===== config.mk =====
export PLATFORM = sky130hd
export DESIGN_NAME = sfrs_sequencer
export DESIGN_NICKNAME = d
export VERILOG_FILES = /design/src/verilog/sfrs_pkg.sv /design/src/verilog/sfrs_sequencer.sv
export SDC_FILE = /design/constraint.sdc
export NUM_CORES = 1
export LEC_CHECK = 0
export BUFFER_PORTS_ARGS = -buffer_cell sky130_fd_sc_hd__buf_2
export CAP_MARGIN = 20
export CORE_MARGIN = 1.5
export CORE_UTILIZATION = 47
export CTS_CLUSTER_DIAMETER = 60
export DETAILED_ROUTE_END_ITERATION = 12
export GPL_TIMING_DRIVEN = 0
export PLACE_DENSITY = 0.77
export SETUP_SLACK_MARGIN = 0.15
export SLEW_MARGIN = 25
export SYNTH_ARGS = -nofsm -noshare
export SYNTH_HDL_FRONTEND = slang
export SYNTH_SLANG_ARGS = --single-unit

===== constraint.sdc =====
create_clock -name clk -period 2.8 [get_ports clk]
set_clock_uncertainty 0.15 [all_clocks]
set_input_delay 0.28 -clock clk [delete_from_list [all_inputs] [get_ports clk]]
set_output_delay 0.28 -clock clk [all_outputs]
set_load 0.01 [all_outputs]

===== src/verilog/sfrs_pkg.sv =====
`default_nettype none

package sfrs_pkg;

    // ------------------------------------------------------------
    // timebase
    // ------------------------------------------------------------
    localparam int CLK_PERIOD_NS = 100;

    // ------------------------------------------------------------
    // reset timing, in their own units
    // ------------------------------------------------------------
    localparam int POWER_UP_DELAY_US          = 300;
    localparam int RESET_HOLD_PERIOD_US       = 35;
    localparam int RESET_LOW_PULSE_WIDTH_NS   = 200;
    localparam int RESET_HIGH_SETUP_NS        = 50;
    localparam int POST_RESET_SELECT_HOLD_NS  = 50;

    // ------------------------------------------------------------
    // derived cycle counts (longest rounds down, least rounds up)
    // ------------------------------------------------------------
    localparam int POWER_UP_CYC   = (POWER_UP_DELAY_US * 1000) / CLK_PERIOD_NS;
    localparam int HOLD_CYC       = (RESET_HOLD_PERIOD_US * 1000) / CLK_PERIOD_NS;
    localparam int PULSE_CYC_RAW  = (RESET_LOW_PULSE_WIDTH_NS + CLK_PERIOD_NS - 1)
                                    / CLK_PERIOD_NS;
    localparam int PULSE_CYC      = (PULSE_CYC_RAW < 1) ? 1 : PULSE_CYC_RAW;
    localparam int PIN_LAT_CYC    = 3;  // sync stages plus edge detect, taken off the timers
    localparam int CNT_W          = 12;
    localparam int PULSE_W        = 4;

    // ------------------------------------------------------------
    // sequencer states, gray along the usual path
    // ------------------------------------------------------------
    typedef enum logic [2:0] {
        SFRS_POR     = 3'h0,
        SFRS_WAIT_HI = 3'h1,
        SFRS_READY   = 3'h3,
        SFRS_WARM    = 3'h2,
        SFRS_FULL    = 3'h6
    } sfrs_state_t;

    // status bundle to the device core
    typedef struct packed {
        logic in_reset;
        logic cmd_enable;
        logic abort;
        logic out_tristate;
        logic active;
        logic standby;
    } sfrs_status_t;

endpackage

`default_nettype wire


===== src/verilog/sfrs_sequencer.sv =====
// Overview of operation
// (RL1) stay in power-on reset until the power-up delay elapses after supply good
// (RL2) power-up delay is at most 300 microseconds
// (RL3) host keeps select high and sends nothing during power-up
// (RL4) reset pin is ignored during power-on reset
// (RL5) reset still low at power-up end keeps device in reset; host waits 50 ns
// (RL6) host holds reset high 50 ns after a reset ends before pulling low
// (RL7) falling reset pin runs short reset finishing within 35 microseconds
// (RL8) if power-on reset failed, falling reset runs the full power-up delay
// (RL9) reset low 200 ns aborts work, tri-states outputs, ignores commands; abort is raised in SFRS_WARM only, not in SFRS_FULL
// (RL10) host raises select during hold, lowers it 50 ns after reset high
// (RL11) host makes pulse width plus select hold at least the hold period
// (RL12) host limits serial clock per command type
// (RL13) host keeps select high 10 ns after reads, 50 ns after program/erase
// (RL14) active while select low; when high, finish pending work then standby
// (RL15) timer from falling reset measures hold period and blocks commands
`timescale 1ns/1ps
`default_nettype none

module sfrs_sequencer #(
    parameter int POWER_UP_CYCLES = sfrs_pkg::POWER_UP_CYC
) (
    input  wire logic               clk,
    input  wire logic               reset,
    input  wire logic               supply_good,
    input  wire logic               por_ok,
    input  wire logic               reset_pin_n,
    input  wire logic               select_n,
    input  wire logic               op_busy,
    output var  sfrs_pkg::sfrs_status_t status
);

    // ------------------------------------------------------------
    // pin synchronisers
    // ------------------------------------------------------------
    logic [1:0] rst_sync_reg, rst_sync_next;
    logic [1:0] sel_sync_reg, sel_sync_next;
    logic [1:0] sup_sync_reg, sup_sync_next;
    logic       rst_prev_reg, rst_prev_next;

    // two stages each, only the second stage is read
    always_comb begin
        rst_sync_next = {rst_sync_reg[0], reset_pin_n};
        sel_sync_next = {sel_sync_reg[0], select_n};
        sup_sync_next = {sup_sync_reg[0], supply_good};
        rst_prev_next = rst_sync_reg[1];
    end

    always_ff @(posedge clk) begin
        if (reset) begin
            rst_sync_reg <= 2'h3;
            sel_sync_reg <= 2'h3;
            sup_sync_reg <= 2'h0;
            rst_prev_reg <= 1'b1;
        end else begin
            rst_sync_reg <= rst_sync_next;
            sel_sync_reg <= sel_sync_next;
            sup_sync_reg <= sup_sync_next;
            rst_prev_reg <= rst_prev_next;
        end
    end

    logic rst_hi;
    logic rst_fall;
    logic sel_low;
    logic sup_ok;
    assign rst_hi   = rst_sync_reg[1];
    assign rst_fall = rst_prev_reg & ~rst_sync_reg[1];
    assign sel_low  = ~sel_sync_reg[1];
    assign sup_ok   = sup_sync_reg[1];

    // ------------------------------------------------------------
    // sequencer state and timers
    // ------------------------------------------------------------
    sfrs_pkg::sfrs_state_t        state_reg, state_next;
    logic [15:0]                  tmr_reg, tmr_next;
    logic [sfrs_pkg::PULSE_W-1:0] low_reg, low_next;
    logic                         por_good_reg, por_good_next;

    // both timers end early by the input latency so the totals stay in bound
    localparam logic [15:0] PU_LAST   = 16'(POWER_UP_CYCLES - 1 - sfrs_pkg::PIN_LAT_CYC);
    localparam logic [15:0] HOLD_LAST = 16'(sfrs_pkg::HOLD_CYC - 1 - sfrs_pkg::PIN_LAT_CYC);
    localparam logic [sfrs_pkg::PULSE_W-1:0] PULSE_LAST =
        sfrs_pkg::PULSE_W'(sfrs_pkg::PULSE_CYC - 1);

    // next state, power-up and hold timers, low-pulse counter
    always_comb begin
        state_next    = state_reg;
        tmr_next      = tmr_reg;
        por_good_next = por_good_reg;
        low_next      = rst_hi ? '0 :
                        (low_reg == PULSE_LAST ? low_reg : low_reg + 1'b1);
        unique case (state_reg)
            sfrs_pkg::SFRS_POR, sfrs_pkg::SFRS_FULL: begin
                // reset pin plays no part while power-up runs (see RL4)
                if (!sup_ok) begin
                    tmr_next = '0;
                end else if (tmr_reg == PU_LAST) begin // see RL1, see RL2, see RL8
                    tmr_next      = '0;
                    por_good_next = por_ok;
                    state_next    = rst_hi ? sfrs_pkg::SFRS_READY
                                           : sfrs_pkg::SFRS_WAIT_HI; // see RL5
                end else begin
                    tmr_next = tmr_reg + 16'h0001;
                end
            end
            sfrs_pkg::SFRS_WAIT_HI: begin
                if (rst_hi) state_next = sfrs_pkg::SFRS_READY; // see RL5
            end
            sfrs_pkg::SFRS_READY: begin
                if (rst_fall) begin
                    tmr_next   = '0;
                    state_next = por_good_reg ? sfrs_pkg::SFRS_WARM
                                              : sfrs_pkg::SFRS_FULL; // see RL7, see RL8
                end
            end
            sfrs_pkg::SFRS_WARM: begin
                // hold timer started at the falling edge (see RL15)
                if (tmr_reg == HOLD_LAST) begin
                    tmr_next   = '0;
                    state_next = rst_hi ? sfrs_pkg::SFRS_READY
                                        : sfrs_pkg::SFRS_WAIT_HI; // see RL7
                end else begin
                    tmr_next = tmr_reg + 16'h0001;
                end
            end
            default: state_next = sfrs_pkg::SFRS_POR;
        endcase
    end

    always_ff @(posedge clk) begin
        if (reset) begin
            state_reg    <= sfrs_pkg::SFRS_POR;
            tmr_reg      <= 16'h0000;
            low_reg      <= '0;
            por_good_reg <= 1'b0;
        end else begin
            state_reg    <= state_next;
            tmr_reg      <= tmr_next;
            low_reg      <= low_next;
            por_good_reg <= por_good_next;
        end
    end

    // ------------------------------------------------------------
    // status outputs
    // ------------------------------------------------------------
    sfrs_pkg::sfrs_status_t st_next;
    logic                   ready_next;
    logic                   long_low;

    // long_low: pin held low for the minimum pulse width during a warm reset (state SFRS_WARM only)
    always_comb begin
        ready_next = (state_next == sfrs_pkg::SFRS_READY);
        long_low   = (low_next == PULSE_LAST) & ~rst_hi &
                     (state_reg == sfrs_pkg::SFRS_WARM);
        st_next.in_reset     = ~ready_next;                       // see RL1, see RL5
        st_next.cmd_enable   = ready_next & sel_low;              // see RL15
        st_next.abort        = long_low;                          // see RL9
        st_next.out_tristate = ~ready_next | long_low;            // see RL9
        st_next.active       = ready_next & (sel_low | op_busy);  // see RL14
        st_next.standby      = ready_next & ~sel_low & ~op_busy;  // see RL14
    end

    always_ff @(posedge clk) begin
        if (reset) begin
            status <= '{in_reset: 1'b1, cmd_enable: 1'b0, abort: 1'b0,
                        out_tristate: 1'b1, active: 1'b0, standby: 1'b0};
        end else begin
            status <= st_next;
        end
    end

    // ------------------------------------------------------------
    // checks
    // ------------------------------------------------------------
    a_por_blocks_cmds: assert property (@(posedge clk) disable iff (reset) // see RL1
        (state_reg == sfrs_pkg::SFRS_POR) |=> !status.cmd_enable)
        else $error("command enabled during power-on reset");

    a_pin_ignored_por: assert property (@(posedge clk) disable iff (reset) // see RL4
        (state_reg == sfrs_pkg::SFRS_POR && sup_ok && tmr_reg != PU_LAST)
        |=> state_reg == sfrs_pkg::SFRS_POR)
        else $error("power-on reset left early");

    // pin may rise right after the end, so only the first cycle is fixed
    a_low_at_end: assert property (@(posedge clk) disable iff (reset) // see RL5
        (state_reg == sfrs_pkg::SFRS_POR && tmr_reg == PU_LAST && sup_ok && !rst_hi)
        |=> state_reg == sfrs_pkg::SFRS_WAIT_HI && status.in_reset)
        else $error("reset low at power-up end not held");

    a_powerup_bound: assert property (@(posedge clk) disable iff (reset) // see RL2
        (state_reg inside {sfrs_pkg::SFRS_POR, sfrs_pkg::SFRS_FULL} && sup_ok
         && tmr_reg == PU_LAST)
        |=> state_reg != sfrs_pkg::SFRS_POR && state_reg != sfrs_pkg::SFRS_FULL)
        else $error("power-up delay overran");

    a_wait_release: assert property (@(posedge clk) disable iff (reset) // see RL5
        (state_reg == sfrs_pkg::SFRS_WAIT_HI && rst_hi)
        |=> state_reg == sfrs_pkg::SFRS_READY && !status.in_reset)
        else $error("reset pin high but device still held");

    a_warm_entry: assert property (@(posedge clk) disable iff (reset) // see RL7
        (state_reg == sfrs_pkg::SFRS_READY && rst_fall && por_good_reg)
        |=> state_reg == sfrs_pkg::SFRS_WARM && tmr_reg == 16'h0000)
        else $error("warm reset not started");

    a_full_entry: assert property (@(posedge clk) disable iff (reset) // see RL8
        (state_reg == sfrs_pkg::SFRS_READY && rst_fall && !por_good_reg)
        |=> state_reg == sfrs_pkg::SFRS_FULL)
        else $error("full reset not started after bad power-on");

    a_hold_bound: assert property (@(posedge clk) disable iff (reset) // see RL15
        (state_reg == sfrs_pkg::SFRS_WARM && tmr_reg == HOLD_LAST)
        |=> state_reg != sfrs_pkg::SFRS_WARM)
        else $error("hold period overran");

    a_reset_no_cmds: assert property (@(posedge clk) disable iff (reset) // see RL15
        status.in_reset |-> status.out_tristate && !status.cmd_enable)
        else $error("commands accepted while in reset");

    a_abort_tristate: assert property (@(posedge clk) disable iff (reset) // see RL9
        status.abort |-> status.out_tristate && !status.cmd_enable)
        else $error("abort without tri-state");

    a_select_active: assert property (@(posedge clk) disable iff (reset) // see RL14
        (state_next == sfrs_pkg::SFRS_READY && (sel_low || op_busy))
        |=> status.active && !status.standby)
        else $error("selected or busy but not active");

    a_standby_idle: assert property (@(posedge clk) disable iff (reset) // see RL14
        $rose(status.standby) |-> !status.active && !status.in_reset)
        else $error("standby while active");

endmodule

`default_nettype wire


==> reports/results.env <==
REQUIRED_TIME_AT_THE_ENDPOINT_OF_THE_CRITICAL_PATH_NS=2.83
ACHIEVABLE-FREQUENCY_GHz=0.4716
RR_ENDPOINT='tmr_reg[3]$_SDFFE_PP0P_'
INITIAL_UTILIZATION=0.5020
CTS_MAX_PATH_BUFFERS=2
STARTPOINT_TYPE_OF_THE_WORST_SETUP_PATH='flop'
POST_SYNTH_ADDER_CELL_AREA=0.03621
CTS_BUFFERS=5
FILLERINSTANCES=321
FP.DIEAREA_MM2=0.004049
END_KIND='flop'
FINALCOREUTILIZATION=0.5642
GLOBALROUTETOTALUTIL=0.1724
GRT_ANTENNA_BEFORE_REPAIR=0
YOSYSUNIQUECELLTYPES=45
CRITICAL_PATH.SLOWEST_CELL='o21bai_2'
POSTCTSSETUPREPAIRBUFS=0
CLOCK-ROOT-BUFFER='clkbuf_8'
VIAS=1351
POST_SYNTH_XOR_AREA_FRACTION=0.08617
SYNTH.NET_COUNT=202
MAXCAPVIOLATIONS=0
CPLARGESTDELAYFAMILY='compound AO/OA/AOI/OAI gates'
CHIPWIDTH_UM=63.64
GRT_SETUP_UNREPAIRED='no'
FINAL_LAYOUT_SIZE_SUFFIX_GT1_FRAC=0.1762
REPORT.FINAL.HOLD_VIOL_COUNT=0
CLKLATENCYLATEPIN_NS=0.29
CORE-AREA_MM2=0.003442
YOSYSTOPAREACELLSHARE=0.4287
SYN_AVG_CELL_AREA_UM2=9.094
RANKING_OF_SYNTHESIZED_CELLS_BY_INSTANCE_COUNT='dfxtp_1, nor2_1, nand2_1, xnor2_1, nor3_1'
SYNTH_AREA_LEADER='dfxtp_1'
CTS.HOLD.BUFFERS_ADDED=0
DOMINANTREGCELLSYNTH='dfxtp_1'
RUN_STATUS='complete, no violations'
CP_NUM_CELLS=7
POSTSYNTH.ASYNCRESETSHARE=0
SHARE_OF_THE_SYNTHESIZED_AREA_IN_COMPOUND_GATES_AO_OA_AOI_OAI=0.09196
SETUP_VIOL=0
FINAL_NET_COUNT=221
NUMCLOCKSINKS=37
VERTICAL_DIE_DIMENSION_UM=63.64
POWER-PER-CELL-AREA_mW_PER_MM2=487.5
FINAL_CELL_AREA_MM2=0.001942
CRIT_PATH_END='tmr_reg[3]$_SDFFE_PP0P_'
SYNTHTOLAYOUTAREAGROWTH_PCT=12.38
DETAIL_ROUTE.WIRELENGTH_MM=2.995
YOSYSWARNINGS=0
BOUNDARYPINS=13
SYNTH_EDF_COUNT=0
HTREEDEPTH=2
REPORT.FINAL.SLEW_VIOL_COUNT=0
IR_DROP_mV=0.2363
FLIP_FLOP_COUNT_OF_THE_LARGEST_REGISTER_AFTER_LAYOUT=16
MAXIMUM_NUMBER_OF_PINS_ON_ONE_NET_BEFORE_GLOBAL_ROUTE_REPAIR=13
DPL.HPWL_MM=2.152
REGTOREGSETUPSLACK_NS=0.68
WORST_SETUP_PATH_STARTPOINT='tmr_reg[11]$_SDFFE_PP0P_'
SYNTH_AREA_MM2=0.001728
GPL.FINAL_WEIGHTED_CONGESTION=0.8123
CTSRESIZECOUNT=0
ROW_COUNT=21
TIMING.CRITICAL_PATH.FANOUT_MAX=10
CLK_PIN_SLEW_NS=0.07
SLEW-LIMIT-HEADROOM=0.5990
DRTANTENNAVIOLNETS=0
POWER.TOTAL_mW=0.9467
SYNTHMUXAREASHARE=0.005793
SETUP.WORST_PATH.CLASS='flop to flop'
DRC=0
HOLD_PATH.CLASS='primary input to flop'
FIN_SETUP_TNS_NS=0
REGTOREGSTARTPOINT='tmr_reg[11]$_SDFFE_PP0P_'
CTS_TREE='yes'
TIMING.CRITICAL_PATH.SLOWEST_CELL_DELAY_NS=0.34
PLACED_CELL_AREAS_MM2=0.001846
POST_SYNTH_AND_OR_NAND_NOR_AREA_FRACTION=0.3164
WORST_PATH_ARRIVAL_TIME_NS=2.15
ANTENNADIODECOUNT=0
FIN_CRIT_NS=2.120
OVERFLOW_LEFT_AFTER_GLOBAL_ROUTING=0
SYNTHMOSTINSTANTIATEDCELL='dfxtp_1'
WORST_R2R_PATH_DEPTH=7
SYNTH_TOP_FAMILY_BY_AREA='simple AND/OR/NAND/NOR gates'
FIRST_GLOBAL_VIAS=1239
POWER.LEAKAGE_nW=0.6810
NETLIST_TOP_CELLS_AREA='dfxtp_1, nor2_1, xnor2_1'
DRT_PRE_ANTENNA_ITERS=4
WL_PER_CELL_UM=11.70
FIRST_PASS_GRT_WIRE_LENGTH_MM=5.430
CRITPATHBUFINV=2
NUMBER_OF_SYNTHESIZED_REGISTER_BITS=37
SEQ_AREA_FRAC_SYNTH=0.4287
SYNTHCELLS=190
DRT-INITIAL-DRC-COUNT=100
TIGHTEST_SLEW_NS=0.6005
PATH_CELLS='buf_2 -> nor4b_1 -> nand4_1 -> o2bb2ai_1 -> o21bai_2 -> buf_4 -> nor2_1'
FINAL_MIN_PERIOD_OVER_CLOCK_PERIOD=0.7572
VIAS_PER_CELL=5.277
PORTBUFS=12
-- per-stage QoR --
step | hold WS [ns] | cells | setup slack (ns)
final | 0.01989 | 256 | 0.6798
after floorplan | 0.2338 | 190 | 0.8553
after global routing | 0.009040 | 256 | 0.5149
after detailed placement | 0.2505 | 248 | 0.6745
after CTS | 0.01531 | 256 | 0.6649
after global placement | 0.2441 | 248 | 0.6861
-- per-layer routing --
layer | GRT usage | share of wire
met1 | 0.2196 | 0.49
met2 | 0.2684 | 0.46
met3 | 0.03750 | 0.029
met4 | 0.09783 | 0.025
met5 | 0 | 0
-- worst reg2reg max path: cells and delay by family, from the launching register on --
kind                   cells  cell delay (ns)
AOI/OAI and AO/OA          2             0.59
and+or+nand+nor            3             0.58
buffers and inverters      2             0.40
DFF                        1             0.30
-- worst min-delay path by stage --
stage / startpoint / endpoint / cells past startpoint
floorplan: reset_pin_n / rst_sync_reg[0]$_SDFF_PP1_ / 1
global placement: sel_sync_reg[0]$_SDFF_PP1_ / sel_sync_reg[1]$_SDFF_PP1_ / 1
detailed placement: rst_sync_reg[0]$_SDFF_PP1_ / rst_sync_reg[1]$_SDFF_PP1_ / 1
CTS: select_n / sel_sync_reg[0]$_SDFF_PP1_ / 2
global route: reset_pin_n / rst_sync_reg[0]$_SDFF_PP1_ / 2
finish: select_n / sel_sync_reg[0]$_SDFF_PP1_ / 2
-- cell usage in the layout (no fill, tap or decap), types with 3 or more instances in the layout --
cell,netlist,layout
dfxtp_1,37,37
nor2_1,27,27
buf_2,3,15
nand2_1,11,11
xnor2_1,11,11
nor3_1,9,9
inv_1,8,8
nand3_1,6,6
xor2_1,6,6
clkbuf_8,0,6
or2_2,5,5
nor2b_1,5,5
ha_1,5,5
nor4b_1,4,4
nand4_1,4,4
a21oi_1,4,4
nand3b_1,3,3
nor4_1,3,3
a211oi_1,3,3
-- layout make-up --
type                       count  area, µm²  share of cell area
buffer                         6      30.03             0.01546
tap                           46      57.56             0.02964
clock inverter                 2      13.76            0.007088
timing repair buffer          12      60.06             0.03093
sequential                    37      740.7              0.3814
multi-input combinational    139      927.1              0.4774
clock buffer                   6      82.58             0.04253
inverter                       8      30.03             0.01546
-- report_power, final --
part	switching (mW)	leakage [nW]	internal, mW
clock network	0.190	0.0512	0.199
registers	0.00366	0.300	0.531
logic	0.0112	0.330	0.0117
-- cell families (layout without fill, tap and decap cells) --
logic type,count (synthesis),count (layout)
XOR/XNOR,17,17
buffers and inverters,14,34
adder cells (fa/ha/maj),5,5
AO/OA/AOI/OAI,20,20
multiplexers,1,1
flip-flops,37,37
AND/OR/NAND/NOR,96,96
(Power assumes the default switching activity.)
